### config.mk
export PLATFORM = sky130hd
export DESIGN_NAME = uart_channel
export DESIGN_NICKNAME = d
export VERILOG_FILES = /design/src/rtl/uart_pkg.sv /design/src/rtl/uart_channel.sv
export SDC_FILE = /design/constraint.sdc
export NUM_CORES = 1
export LEC_CHECK = 0
export BUFFER_PORTS_ARGS = -buffer_cell sky130_fd_sc_hd__buf_2
export CAP_MARGIN = 30
export CORE_ASPECT_RATIO = 0.5
export CORE_MARGIN = 2
export CORE_UTILIZATION = 67
export CTS_CLUSTER_DIAMETER = 200
export CTS_CLUSTER_SIZE = 20
export DETAILED_ROUTE_END_ITERATION = 7
export HOLD_SLACK_MARGIN = 0.08
export PLACE_DENSITY = 0.86
export SETUP_SLACK_MARGIN = 0.15
export SLEW_MARGIN = 20
export SYNTH_ARGS = -nofsm -noshare
export SYNTH_HDL_FRONTEND = slang
export SYNTH_SLANG_ARGS = --single-unit
### constraint.sdc
create_clock -name pclk -period 7.35 [get_ports pclk]
set_input_delay 0.735 -clock pclk [delete_from_list [all_inputs] [get_ports pclk]]
set_output_delay 0.735 -clock pclk [all_outputs]
set_load 0.05 [all_outputs]
### src/rtl/uart_pkg.sv
package uart_pkg;
  // Register indices; byte address is four times the index
  localparam int unsigned IDX_DATA    = 0;
  localparam int unsigned IDX_IEN     = 1;
  localparam int unsigned IDX_IID     = 2;
  localparam int unsigned IDX_LCR     = 3;
  localparam int unsigned IDX_MCR     = 4;
  localparam int unsigned IDX_LSR     = 5;
  localparam int unsigned IDX_MSR     = 6;
  localparam int unsigned IDX_SCR     = 7;
  localparam int unsigned IDX_ISTAT   = 8;
  localparam int unsigned IDX_IMASK   = 9;
  localparam int unsigned IDX_MODE    = 10;
  localparam int unsigned IDX_SHADOW0 = 32;
  localparam int unsigned IDX_SHADOW1 = 33;
  // Field positions
  localparam int unsigned LCR_DIVISOR_ACCESS_BIT  = 7;
  localparam int unsigned LCR_PEN   = 3;
  localparam int unsigned LCR_STB   = 2;
  localparam int unsigned LCR_EPS   = 4;
  localparam int unsigned LCR_STICK = 5;
  localparam int unsigned LCR_BRK   = 6;
  localparam int unsigned FCR_EN    = 0;
  localparam int unsigned FCR_RXRST = 1;
  localparam int unsigned FCR_TXRST = 2;
  localparam int unsigned MCR_LOOP  = 4;
  // Reset values
  localparam logic [7:0] IID_RESET = 8'h01;
  localparam logic [7:0] LSR_RESET = 8'h60;
  // Identification codes, interrupt ident bits 3:1
  localparam logic [2:0] ID_LINE  = 3'h3;
  localparam logic [2:0] ID_RXAV  = 3'h2;
  localparam logic [2:0] ID_TOUT  = 3'h6;
  localparam logic [2:0] ID_HOLDING_EMPTY  = 3'h1;
  localparam logic [2:0] ID_MODEM = 3'h0;
  // Sixteen samples per bit; timeout after four ten-bit characters
  localparam logic [3:0] OVS_LAST = 4'hf;
  localparam logic [3:0] OVS_MID  = 4'h7;
  localparam int unsigned TOUT_CHARS = 4;
  localparam int unsigned CHAR_BITS  = 10;
  localparam logic [9:0] TOUT_TICKS = 10'(TOUT_CHARS * CHAR_BITS * 16);
  // Receive trigger levels for codes 0..3
  localparam logic [4:0] TRIG0 = 5'h01;
  localparam logic [4:0] TRIG1 = 5'h04;
  localparam logic [4:0] TRIG2 = 5'h08;
  localparam logic [4:0] TRIG3 = 5'h0e;
endpackage

### src/rtl/uart_channel.sv
// Behaviour
// - Line control bit 7 maps divisor at 0/1
// - Bit 0 shifted first, both directions
// - Legacy mode: tx-all-empty follows shift register
// - Legacy mode hides the scratch byte
// - No FIFOs: ident 3,6,7 and status 7 zero
// - DMA mode bit writes are ignored
// - FIFO control writes copied to shadow
// - Receive FIFO holds DEPTH bytes, one with FIFOs off
// - Ident read-only; bit0 low when pending
// - Address 0: write transmits, read receives
// - FIFO control: enable, resets, trigger level
// - Aux outputs stored, drive no pin
// - Ident resets to 0x01
// - Line status resets to 0x60
// - Data ready while receive FIFO nonempty
`timescale 1ns/10ps
`default_nettype none
module uart_channel #(
  parameter int unsigned AW    = 12,
  parameter int unsigned DEPTH = 16,
  parameter bit          CHAN  = 1'b0
) (
  // APB slave
  input  wire logic          pclk,
  input  wire logic          presetn,
  input  wire logic          psel,
  input  wire logic          penable,
  input  wire logic          pwrite,
  input  wire logic [AW-1:0] paddr,
  input  wire logic [31:0]   pwdata,
  output logic      [31:0]   prdata,
  output logic               pready,
  output logic               pslverr,
  // Serial line
  input  wire logic          rxd,
  output logic               txd,
  // Modem lines, active low
  input  wire logic          cts_n,
  input  wire logic          dsr_n,
  input  wire logic          ri_n,
  input  wire logic          dcd_n,
  output logic               dtr_n,
  output logic               rts_n,
  // Interrupt
  output logic               irq
);
  localparam int unsigned PW = $clog2(DEPTH);

  // Counters must hold DEPTH exactly; the shadow index needs eight address bits
  if (DEPTH < 2 || DEPTH > 16 || (DEPTH & (DEPTH - 1)) != 0 || AW < 8) begin : g_chk
    $error("DEPTH must be a power of two from 2 to 16 and AW at least 8");
  end

  logic [7:0]  ien_q, lcr_q, mcr_q, scr_q, dll_q, dlm_q;  // Software registers
  logic [7:0]  fcr_q, shadow_q, imask_q, istat_q;
  logic        legacy_q;                       // legacy_pc_mode
  logic        pready_q, pslverr_q, irq_q, txo_q, dtr_n_q, rts_n_q;
  logic [31:0] prdata_q;
  logic [PW:0] tx_cnt_q, rx_cnt_q;             // FIFO fill levels
  logic [PW-1:0] tx_wp_q, tx_rp_q, rx_wp_q, rx_rp_q;
  logic [7:0]  tx_mem [DEPTH];                 // Transmit FIFO
  logic [10:0] rx_mem [DEPTH];                 // {break, frame, parity, data}
  logic [3:0]  err_q;                          // {break, frame, parity, overrun}
  logic [3:0]  msd_q, mprev_q;                 // Modem deltas, last inputs
  logic        holding_empty_q, tout_q;
  logic [9:0]  tout_cnt_q;
  logic [15:0] bcnt_q;                         // Baud prescaler

  // Bus phases: pready rises on the second access cycle
  logic acc, setup_rd, done, wr, rd, mapped, divisor_access_bit, fifo_en, tick;
  logic [AW-3:0] idx;
  assign acc      = psel & penable;
  assign setup_rd = acc & ~pready_q;
  assign done     = acc & pready_q;
  assign wr       = done & pwrite;
  assign rd       = done & ~pwrite;
  assign idx      = paddr[AW-1:2];
  assign divisor_access_bit     = lcr_q[uart_pkg::LCR_DIVISOR_ACCESS_BIT];
  assign fifo_en  = fcr_q[uart_pkg::FCR_EN];
  assign mapped   = idx <= (AW-2)'(uart_pkg::IDX_MODE)
                 || idx == (AW-2)'(CHAN ? uart_pkg::IDX_SHADOW1 : uart_pkg::IDX_SHADOW0);

  // Common strobes
  logic wdat, rdat, wfcr, tx_full, rx_lim, rx_push, tx_pop;
  logic [PW:0] lim;
  assign wdat = wr & idx == (AW-2)'(uart_pkg::IDX_DATA) & ~divisor_access_bit;
  assign rdat = rd & idx == (AW-2)'(uart_pkg::IDX_DATA) & ~divisor_access_bit;
  assign wfcr = wr & idx == (AW-2)'(uart_pkg::IDX_IID);
  // Without FIFOs each direction holds a single byte
  assign lim     = fifo_en ? (PW+1)'(DEPTH) : (PW+1)'(1);
  assign tx_full = tx_cnt_q >= lim;

  // Line status and interrupt ident, both combinational views
  logic [7:0] line_status, interrupt_ident, modem_status;
  logic       tx_busy_q, pend;
  logic [2:0] code;
  logic [4:0] trig;
  always_comb begin
    line_status = {fifo_en & |err_q[3:1], tx_cnt_q == '0 & ~tx_busy_q, tx_cnt_q == '0,
           err_q, rx_cnt_q != '0};
    if (legacy_q) line_status[6] = ~tx_busy_q;
    unique case (fcr_q[7:6])
      2'd0: trig = uart_pkg::TRIG0;
      2'd1: trig = uart_pkg::TRIG1;
      2'd2: trig = uart_pkg::TRIG2;
      2'd3: trig = uart_pkg::TRIG3;
    endcase
    pend = 1'b1;
    // Priority: line, receive, timeout, holding empty, modem
    if (ien_q[2] & |err_q) code = uart_pkg::ID_LINE;
    else if (ien_q[0] & (fifo_en ? 5'(rx_cnt_q) >= trig : rx_cnt_q != '0))
      code = uart_pkg::ID_RXAV;
    else if (ien_q[0] & fifo_en & tout_q) code = uart_pkg::ID_TOUT;
    else if (ien_q[1] & holding_empty_q) code = uart_pkg::ID_HOLDING_EMPTY;
    else if (ien_q[3] & |msd_q) code = uart_pkg::ID_MODEM;
    else begin
      code = 3'h0;
      pend = 1'b0;
    end
    interrupt_ident = {fifo_en, fifo_en, 2'b00, code, ~pend};
    modem_status = {~dcd_n, ~ri_n, ~dsr_n, ~cts_n, msd_q};
  end

  // Read data mux
  logic [7:0] rmux;
  always_comb begin
    unique case (idx)
      (AW-2)'(uart_pkg::IDX_DATA):  rmux = divisor_access_bit ? dll_q : rx_mem[rx_rp_q][7:0];
      (AW-2)'(uart_pkg::IDX_IEN):   rmux = divisor_access_bit ? dlm_q : ien_q;
      (AW-2)'(uart_pkg::IDX_IID):   rmux = interrupt_ident;
      (AW-2)'(uart_pkg::IDX_LCR):   rmux = lcr_q;
      (AW-2)'(uart_pkg::IDX_MCR):   rmux = mcr_q;
      (AW-2)'(uart_pkg::IDX_LSR):   rmux = line_status;
      (AW-2)'(uart_pkg::IDX_MSR):   rmux = modem_status;
      (AW-2)'(uart_pkg::IDX_SCR):   rmux = legacy_q ? 8'h00 : scr_q;
      (AW-2)'(uart_pkg::IDX_ISTAT): rmux = istat_q;
      (AW-2)'(uart_pkg::IDX_IMASK): rmux = imask_q;
      (AW-2)'(uart_pkg::IDX_MODE):  rmux = {7'h00, legacy_q};
      default:                      rmux = mapped ? shadow_q : 8'h00;
    endcase
  end

  // APB answer; data is held so read side effects clear only what was seen
  always_ff @(posedge pclk or negedge presetn) begin
    if (!presetn) begin
      pready_q  <= 1'b0;
      pslverr_q <= 1'b0;
      prdata_q  <= 32'h0000_0000;
    end else begin
      pready_q  <= setup_rd;
      pslverr_q <= setup_rd & ~mapped;
      if (setup_rd & ~pwrite) prdata_q <= {24'h00_0000, rmux};
    end
  end

  // Software registers
  always_ff @(posedge pclk or negedge presetn) begin
    if (!presetn) begin
      {ien_q, lcr_q, mcr_q, scr_q, dll_q, dlm_q} <= '0;
      {fcr_q, shadow_q, imask_q} <= '0;
      legacy_q <= 1'b0;
    end else if (wr) begin
      unique case (idx)
        (AW-2)'(uart_pkg::IDX_DATA): if (divisor_access_bit) dll_q <= pwdata[7:0];
        (AW-2)'(uart_pkg::IDX_IEN):
          if (divisor_access_bit) dlm_q <= pwdata[7:0];
          else ien_q <= {4'h0, pwdata[3:0]};
        (AW-2)'(uart_pkg::IDX_IID): begin
          // Reset bits self-clear, DMA select and reserved bits never stick
          fcr_q <= {pwdata[7:6], 5'h00, pwdata[uart_pkg::FCR_EN]};
        end
        (AW-2)'(uart_pkg::IDX_LCR):   lcr_q <= pwdata[7:0];
        (AW-2)'(uart_pkg::IDX_MCR):   mcr_q <= {3'h0, pwdata[4:0]};
        (AW-2)'(uart_pkg::IDX_SCR):   if (!legacy_q) scr_q <= pwdata[7:0];
        (AW-2)'(uart_pkg::IDX_IMASK): imask_q <= {4'h0, pwdata[3:0]};
        (AW-2)'(uart_pkg::IDX_MODE):  legacy_q <= pwdata[0];
        default: ;
      endcase
      if (wfcr) shadow_q <= pwdata[7:0];
    end
  end

  // Baud prescaler, one tick per sixteenth of a bit
  assign tick = bcnt_q == 16'h0000;
  always_ff @(posedge pclk or negedge presetn) begin
    if (!presetn) bcnt_q <= 16'h0000;
    // A divisor write restarts the count, else a stale long count delays the new rate
    else if (wr & divisor_access_bit & idx <= (AW-2)'(uart_pkg::IDX_IEN)) bcnt_q <= 16'h0000;
    else bcnt_q <= tick ? {dlm_q, dll_q} - 16'h0001 : bcnt_q - 16'h0001;
  end

  // Frame length from line control: start, data, parity, stop(s)
  logic [3:0] nd, nbits;
  assign nd    = 4'd5 + {2'b00, lcr_q[1:0]};
  assign nbits = nd + {3'h0, lcr_q[uart_pkg::LCR_PEN]} + 4'd2
               + {3'h0, lcr_q[uart_pkg::LCR_STB]};

  // Parity for the low nd bits of a byte under current line control
  function automatic logic par_of(input logic [7:0] d, input logic [7:0] lc, input logic [3:0] n);
    logic p;
    p = 1'b0;
    for (int i = 0; i < 8; i++) if (4'(i) < n) p ^= d[i];
    if (lc[uart_pkg::LCR_STICK]) par_of = ~lc[uart_pkg::LCR_EPS];
    else par_of = lc[uart_pkg::LCR_EPS] ? p : ~p;
  endfunction

  // Transmit FIFO and shifter; frame bits after the start bit sit LSB first
  logic [10:0] tx_sh_q, frame;
  logic [3:0]  tx_left_q, tx_sub_q;
  logic        tx_line_q;
  always_comb begin
    frame = 11'h7ff;
    for (int i = 0; i < 8; i++) if (4'(i) < nd) frame[i] = tx_mem[tx_rp_q][i];
    if (lcr_q[uart_pkg::LCR_PEN]) frame[nd] = par_of(tx_mem[tx_rp_q], lcr_q, nd);
  end
  assign tx_pop = tick & ~tx_busy_q & tx_cnt_q != '0;
  always_ff @(posedge pclk or negedge presetn) begin
    if (!presetn) begin
      {tx_wp_q, tx_rp_q, tx_cnt_q} <= '0;
    end else if (wfcr & pwdata[uart_pkg::FCR_TXRST]) begin
      {tx_wp_q, tx_rp_q, tx_cnt_q} <= '0;
    end else begin
      // A full FIFO drops the write rather than overwrite queued data
      if (wdat & ~tx_full) begin
        tx_mem[tx_wp_q] <= pwdata[7:0];
        tx_wp_q         <= tx_wp_q + 1'b1;
      end
      if (tx_pop) tx_rp_q <= tx_rp_q + 1'b1;
      tx_cnt_q <= tx_cnt_q + (PW+1)'(wdat & ~tx_full) - (PW+1)'(tx_pop);
    end
  end
  always_ff @(posedge pclk or negedge presetn) begin
    if (!presetn) begin
      tx_busy_q <= 1'b0;
      tx_line_q <= 1'b1;
      tx_sh_q   <= 11'h7ff;
      tx_left_q <= 4'h0;
      tx_sub_q  <= 4'h0;
    end else if (tx_pop) begin
      tx_busy_q <= 1'b1;
      tx_line_q <= 1'b0;
      tx_sh_q   <= frame;
      tx_left_q <= nbits - 4'd1;
      tx_sub_q  <= uart_pkg::OVS_LAST;
    end else if (tick & tx_busy_q) begin
      if (tx_sub_q != 4'h0) tx_sub_q <= tx_sub_q - 4'h1;
      else if (tx_left_q == 4'h0) tx_busy_q <= 1'b0;
      else begin
        tx_line_q <= tx_sh_q[0];
        tx_sh_q   <= {1'b1, tx_sh_q[10:1]};
        tx_left_q <= tx_left_q - 4'h1;
        tx_sub_q  <= uart_pkg::OVS_LAST;
      end
    end
  end

  // Receiver samples mid-bit; after a break it waits for the line to go idle
  logic        rx_in, rx_busy_q, rx_arm_q, rx_done;
  logic [11:0] rx_f_q;
  logic [3:0]  rx_pos_q, rx_sub_q;
  logic [7:0]  rdata;
  logic [2:0]  rerr;
  assign rx_in   = mcr_q[uart_pkg::MCR_LOOP] ? tx_line_q : rxd;
  assign rx_done = tick & rx_busy_q & rx_sub_q == 4'h0 & rx_pos_q == nbits - 4'd1
                 - {3'h0, lcr_q[uart_pkg::LCR_STB]};
  always_comb begin
    rdata = 8'h00;
    for (int i = 0; i < 8; i++) if (4'(i) < nd) rdata[i] = rx_f_q[i+1];
    // {break, framing, parity}; stop bit is the one just sampled
    rerr = {~rx_in & rx_f_q == 12'h000, ~rx_in,
            lcr_q[uart_pkg::LCR_PEN] & (rx_f_q[nd+1] != par_of(rdata, lcr_q, nd))};
  end
  always_ff @(posedge pclk or negedge presetn) begin
    if (!presetn) begin
      {rx_busy_q, rx_f_q, rx_pos_q, rx_sub_q} <= '0;
      rx_arm_q <= 1'b0;
    end else if (tick) begin
      if (!rx_busy_q) begin
        rx_arm_q <= rx_in | rx_arm_q;
        if (rx_arm_q & ~rx_in) begin
          {rx_busy_q, rx_f_q, rx_pos_q} <= {1'b1, 16'h0000};
          rx_sub_q <= uart_pkg::OVS_MID;
        end
      end else if (rx_sub_q != 4'h0) rx_sub_q <= rx_sub_q - 4'h1;
      else if (rx_pos_q == 4'h0 & rx_in) rx_busy_q <= 1'b0;  // False start
      else begin
        rx_f_q[rx_pos_q] <= rx_in;
        rx_pos_q <= rx_pos_q + 4'h1;
        rx_sub_q <= uart_pkg::OVS_LAST;
        if (rx_done) begin
          rx_busy_q <= 1'b0;
          rx_arm_q  <= rx_in;
        end
      end
    end
  end

  // Receive FIFO: with FIFOs on, depth stays DEPTH whatever trigger is set
  logic rx_pop;
  assign rx_lim  = rx_cnt_q >= lim;
  assign rx_push = rx_done & ~rx_lim;
  assign rx_pop  = rdat & rx_cnt_q != '0;
  always_ff @(posedge pclk or negedge presetn) begin
    if (!presetn) begin
      {rx_wp_q, rx_rp_q, rx_cnt_q} <= '0;
    end else if (wfcr & pwdata[uart_pkg::FCR_RXRST]) begin
      {rx_wp_q, rx_rp_q, rx_cnt_q} <= '0;
    end else begin
      if (rx_push) begin
        rx_mem[rx_wp_q] <= {rerr, rdata};
        rx_wp_q         <= rx_wp_q + 1'b1;
      end
      if (rx_pop) rx_rp_q <= rx_rp_q + 1'b1;
      rx_cnt_q <= rx_cnt_q + (PW+1)'(rx_push) - (PW+1)'(rx_pop);
    end
  end

  // Sticky line errors; a read clears only bits it returned, new errors win
  always_ff @(posedge pclk or negedge presetn) begin
    if (!presetn) err_q <= 4'h0;
    else err_q <= (err_q & ~((rd & idx == (AW-2)'(uart_pkg::IDX_LSR)) ? prdata_q[4:1] : 4'h0))
                | (rx_done ? {rerr, rx_lim} : 4'h0);
  end

  // Modem deltas and holding-empty flag
  logic holding_empty_set;
  // A write in the emptying cycle blocks the flag; it refills the FIFO only with FIFOs on
  assign holding_empty_set = tx_cnt_q != '0 & tx_cnt_q - (PW+1)'(tx_pop) == '0 & ~wdat;
  always_ff @(posedge pclk or negedge presetn) begin
    if (!presetn) begin
      msd_q   <= 4'h0;
      mprev_q <= 4'h0;
      holding_empty_q  <= 1'b0;
    end else begin
      mprev_q <= {~dcd_n, ~ri_n, ~dsr_n, ~cts_n};
      msd_q   <= (msd_q & ~((rd & idx == (AW-2)'(uart_pkg::IDX_MSR)) ? prdata_q[3:0] : 4'h0))
               | {mprev_q[3] ^ ~dcd_n, mprev_q[2] & ri_n, mprev_q[1] ^ ~dsr_n,
                  mprev_q[0] ^ ~cts_n};
      // Cleared by a data write or by an ident read that reported it
      holding_empty_q  <= holding_empty_set | (holding_empty_q & ~wdat & ~(rd & idx == (AW-2)'(uart_pkg::IDX_IID)
               & prdata_q[3:1] == uart_pkg::ID_HOLDING_EMPTY & ~prdata_q[0]));
    end
  end

  // Character timeout, restarted by any push or pop
  always_ff @(posedge pclk or negedge presetn) begin
    if (!presetn) begin
      tout_cnt_q <= 10'h000;
      tout_q     <= 1'b0;
    end else if (rx_push | rx_pop | rx_cnt_q == '0) begin
      tout_cnt_q <= 10'h000;
      tout_q     <= 1'b0;
    end else if (tick & ~tout_q) begin
      tout_cnt_q <= tout_cnt_q + 10'h001;
      tout_q     <= tout_cnt_q == uart_pkg::TOUT_TICKS - 10'h001;
    end
  end

  // Event status, read-to-clear with set winning, masked onto irq
  always_ff @(posedge pclk or negedge presetn) begin
    if (!presetn) istat_q <= 8'h00;
    else istat_q <= (istat_q & ~((rd & idx == (AW-2)'(uart_pkg::IDX_ISTAT)) ? prdata_q[7:0] : 8'h00))
                  | {4'h0, msd_q != 4'h0, rx_done & (|rerr | rx_lim), holding_empty_set, rx_push};
  end

  // Output flops; aux bits 2 and 3 deliberately reach no pin
  always_ff @(posedge pclk or negedge presetn) begin
    if (!presetn) begin
      irq_q   <= 1'b0;
      txo_q   <= 1'b1;
      dtr_n_q <= 1'b1;
      rts_n_q <= 1'b1;
    end else begin
      irq_q   <= |(istat_q & imask_q);
      txo_q   <= tx_line_q & ~lcr_q[uart_pkg::LCR_BRK];
      dtr_n_q <= ~mcr_q[0];
      rts_n_q <= ~mcr_q[1];
    end
  end

  assign prdata  = prdata_q;
  assign pready  = pready_q;
  assign pslverr = pslverr_q;
  assign txd     = txo_q;
  assign irq     = irq_q;
  assign dtr_n   = dtr_n_q;
  assign rts_n   = rts_n_q;

  a_divisor_access_bit_low_read: assert property (@(posedge pclk) disable iff (!presetn)
    setup_rd && !pwrite && idx == '0 && divisor_access_bit |=> prdata_q[7:0] == $past(dll_q))
    else $error("divisor low not returned");
  a_tx_lsb_first: assert property (@(posedge pclk) disable iff (!presetn)
    tx_pop |=> tx_sh_q[0] == $past(tx_mem[tx_rp_q][0]) && !tx_line_q)
    else $error("transmit not lsb first");
  a_legacy_tx_all_empty: assert property (@(posedge pclk) disable iff (!presetn)
    legacy_q && !tx_busy_q |-> line_status[6])
    else $error("tx-all-empty low with idle shifter");
  a_scratch_hidden: assert property (@(posedge pclk) disable iff (!presetn)
    setup_rd && !pwrite && idx == (AW-2)'(uart_pkg::IDX_SCR) && legacy_q
    |=> prdata_q == 32'h0000_0000)
    else $error("scratch visible in legacy mode");
  a_nofifo_zero: assert property (@(posedge pclk) disable iff (!presetn)
    !fifo_en |-> interrupt_ident[7:6] == 2'b00 && !interrupt_ident[3] && !line_status[7])
    else $error("fifo-only bits set without fifos");
  a_fcr_shadow: assert property (@(posedge pclk) disable iff (!presetn)
    wfcr |=> shadow_q == $past(pwdata[7:0]) && !fcr_q[3])
    else $error("shadow missed or dma bit stuck");
  a_rx_depth: assert property (@(posedge pclk) disable iff (!presetn)
    rx_cnt_q == (PW+1)'(DEPTH) && rx_done && !rx_pop && !wfcr
    |=> rx_cnt_q == (PW+1)'(DEPTH) && err_q[0])
    else $error("receive fifo overfilled");
  a_data_ready: assert property (@(posedge pclk) disable iff (!presetn)
    fifo_en && !ien_q[0] && rx_cnt_q != '0 |-> line_status[0])
    else $error("data ready dropped");
endmodule
`default_nettype wire

==> flow_metrics.py <==
metrics = {
    "run_status": {
        "status": "finished clean",
    },
    "clocking": {
        "cts-resized-gates": 0,
        "cts_sinks": 441,
        "cts_root_buf": "clkbuf_16",
        "clk_pin_slew_ns": 0.09,
        "cts_buffers": 26,
        "clockBufferDepth": 3,
        "clock_latency_ns": 0.57,
        "cts_setup_buffers": 0,
        "cts_tree": "done",
        "htree_levels": 1,
    },
    "synth": {
        "yosysTopAreaCell": "edfxtp_1",
        "synth_warnings": 0,
        "synth-edff-count": 256,
        "yosysUniqueCellTypes": 77,
        "synth_common_cells": "256 x edfxtp_1, 170 x dfrtp_1, 161 x nand2_1",
        "yosysMostFrequentCell": "edfxtp_1",
        "async_reset_ff_frac": 0.4195,
        "ys_seq_elements": 441,
        "syn_avg_cell_area_um2": 12.82,
        "syn_inst": 1600,
        "synthTopCellsByArea": "edfxtp_1 37%, dfrtp_1 21%, mux4_2 4.4%, ha_1 3.5%, nand2_1 2.9%",
        "synth.top_cell.area_share": 0.3747,
        "seq_area_frac_synth": 0.6013,
        "synth_flop_cell": "edfxtp_1",
        "synth_area_um2": 20520,
    },
    "route": {
        "via_count": 13500,
        "remaining_drc_errors": 0,
        "ant_nets": 0,
        "routedWlPerCell_um": 23.82,
        "first_pass_iters": 5,
        "drt-vias-per-instance": 6.570,
        "drt-total-wl_um": 48950,
        "drtIter0Drc": 1763,
    },
    "sta": {
        "worst_slack_ns": 1.984,
        "fmax_mhz": 186.4,
        "relSlewSlack": 0.3506,
        "fin_hold_ws_ns": 0.3443,
        "setup_viol": 0,
        "finalHoldViolations": 0,
        "final_max_slew_viol_count": 0,
        "fin_tns_setup_ns": 0,
        "min_period_ns": 5.366,
        "fin_worst_skew_ns": 0.02368,
        "grt_setup_unrepaired": "no",
        "finalCritPeriodShare": 0.7300,
        "tightestPinTransition_ns": 0.9741,
    },
    "power": {
        "seqPwrFrac": 0.600,
        "power_density_nw_per_um2": 202.4,
        "p_comb_frac": 0.056,
        "clockPowerShare": 0.344,
        "p_sw_frac": 0.2291,
        "power.switching_mw": 1.017,
        "internal_power_mw": 3.421,
        "p_leak_nw": 8.703,
        "peakVddDrop_mv": 0.2203,
    },
    "grt": {
        "grt_max_degree": 73,
        "grt_pass1_vias": 13180,
        "grt_pass1_wl_um": 75850,
        "antenna_found_initial": 0,
        "overflow": 0,
        "track_usage": 0.3115,
    },
    "place": {
        "gp_congestion": 0.9496,
        "io_buffers": 41,
        "dp.cells": 2003,
        "dp_hpwl_um": 33660,
        "place_ws_ns": 2.054,
        "placed_area_um2": 21090,
    },
    "final_layout": {
        "syn_to_final_growth_pct": 6.861,
        "nets": 1750,
        "final_area_um2": 21920,
        "drive_above_1_share": 0.1244,
        "stdcell_count": 2055,
        "antennaDiodeCount": 0,
    },
    "floorplanning": {
        "initial_core_util": 0.6785,
        "rows": 45,
        "io_pins": 92,
        "die_w_um": 251.5,
        "dieArea_um2": 32120,
        "dieHeight_um": 127.7,
        "core_um2": 30240,
    },
    "worst_setup_path": {
        "critPathLaunchType": "flip-flop",
        "r2r_cells": 21,
        "path_class": "flip-flop to flip-flop",
        "rrSetupSlack_ns": 1.98,
        "critPathMaxFanout": 12,
        "cp_data_required_time_ns": 7.81,
        "end_kind": "flip-flop",
        "critPathArrivalTime_ns": 5.83,
    },
    "hold_path": {
        "min_path_cells": 2,
        "min_path_type": "input port to flip-flop",
    },
    "job": {
        "cap_violations": 0,
    },
}
per-layer routing:
| metal | vias to the layer above | GRT usage | part of all wire | routed length [µm] |
|---|---|---|---|---|
| met5 | - | 0 | 0 | 0 |
| met4 | 0 | 0.07983 | 0.027 | 1328 |
| met3 | 108 | 0.07249 | 0.090 | 4418 |
| met2 | 680 | 0.5070 | 0.47 | 23030 |
| met1 | 6776 | 0.4324 | 0.41 | 20170 |
| li1 | 5938 | - | - | - |
critical path, cell delays in order (launching register included):
cell,delay (ns)
dfrtp_1,0.72
inv_1,0.21
ha_1,0.38
fa_1,0.60
inv_1,0.06
ha_1,0.20
xnor2_1,0.13
xnor2_1,0.14
nor4_1,0.25
nand3_1,0.31
nor2_1,0.52
inv_1,0.25
ha_1,0.34
ha_1,0.17
inv_1,0.07
fa_1,0.40
nor2_1,0.12
nor2_1,0.06
nor2_1,0.09
nor2_1,0.05
xnor2_1,0.14
nor2_1,0.05
cells in the final DEF (no fill, tap or decap), types with 17 or more instances in the layout:
| master | count |
|---|---|
| nand3_1 | 34 |
| buf_4 | 23 |
| inv_1 | 69 |
| xnor2_1 | 37 |
| nor3_1 | 20 |
| clkbuf_16 | 27 |
| a221oi_1 | 25 |
| nor4_1 | 17 |
| xor2_1 | 27 |
| mux4_2 | 40 |
| buf_2 | 42 |
| o21ai_0 | 78 |
| nor2b_1 | 23 |
| mux2i_1 | 39 |
| a22o_1 | 19 |
| a21oi_1 | 51 |
| mux2_2 | 39 |
| ha_1 | 57 |
| clkbuf_1 | 19 |
| dfrtp_1 | 168 |
| edfxtp_1 | 256 |
| nand2_1 | 161 |
| conb_1 | 24 |
| a22oi_1 | 19 |
| nor2_1 | 139 |
path summary, 6_finish.rpt:
check                                     startpoint                endpoint
worst max-delay path            lcr_q[0]$_DFFE_PN0P_   rx_cnt_q[4]$_DFF_PN0_
min in group asynchronous                    presetn   rx_cnt_q[3]$_DFF_PN0_
max in group asynchronous                    presetn  tx_sh_q[9]$_DFFE_PN1P_
worst max register to register  lcr_q[0]$_DFFE_PN0P_   rx_cnt_q[4]$_DFF_PN0_
worst min-delay path                            ri_n    mprev_q[2]$_DFF_PN0_
worst min register to register  mcr_q[0]$_DFFE_PN0P_         dtr_n$_DFF_PN1_
registers in the layout (all words and copies together), names as in the netlist, 8 cells and up:
register	cells
shadow_q	8
bcnt_q	16
dll_q	8
lcr_q	8
rx_mem	128
scr_q	8
prdata	8
tx_mem	128
tout_cnt_q	10
dlm_q	8
rx_f_q	12
istat_q	8
tx_sh_q	11
repair_timing:
item / CTS / global route
setup endpoints to repair: 0 / 0
endpoints found under the hold margin: 29 / 0
hold buffers: 1 / 0
per-stage QoR:
stage / total power [mW] / util
detailed placement: 2.959 / 0.6974
finish: 4.437 / 0.7251
floorplan: 2.873 / -
global route: 4.564 / 0.7251
CTS: 4.438 / 0.7237
global placement: 2.946 / 0.6948
cell type report:
type / instances / area (µm²)
clock buffers: 46 / 747.0
clock inverters: 2 / 37.54
fillers: 1952 / 8312
inverters: 70 / 262.8
multi-input cells: 1026 / 7550
flip-flops and latches: 441 / 12340
well taps: 399 / 499.2
repair buffers: 71 / 489.2
cells by family after synthesis:
kind of cell | count (synthesis) | share of synthesized area
AOI/OAI and AO/OA | 276 | 0.09026
DFF | 441 | 0.6013
and+or+nand+nor | 469 | 0.1059
muxes | 130 | 0.09916
other | 1 | 0.0001828
buffers and inverters | 156 | 0.03519
xor gates and xnor gates | 67 | 0.03031
adders and majority gates | 60 | 0.03769
power groups by stage:
stage	combinational, mW	sequential (mW)	clock [mW]
6_report	0.247	2.66	1.53
5_1_grt	0.271	2.67	1.63
4_1_cts	0.244	2.66	1.53
3_5_place_dp	0.242	2.72	0
3_3_place_gp	0.232	2.71	0
2_1_floorplan	0.139	2.73	0
Power figures use the tool's default switching activity.
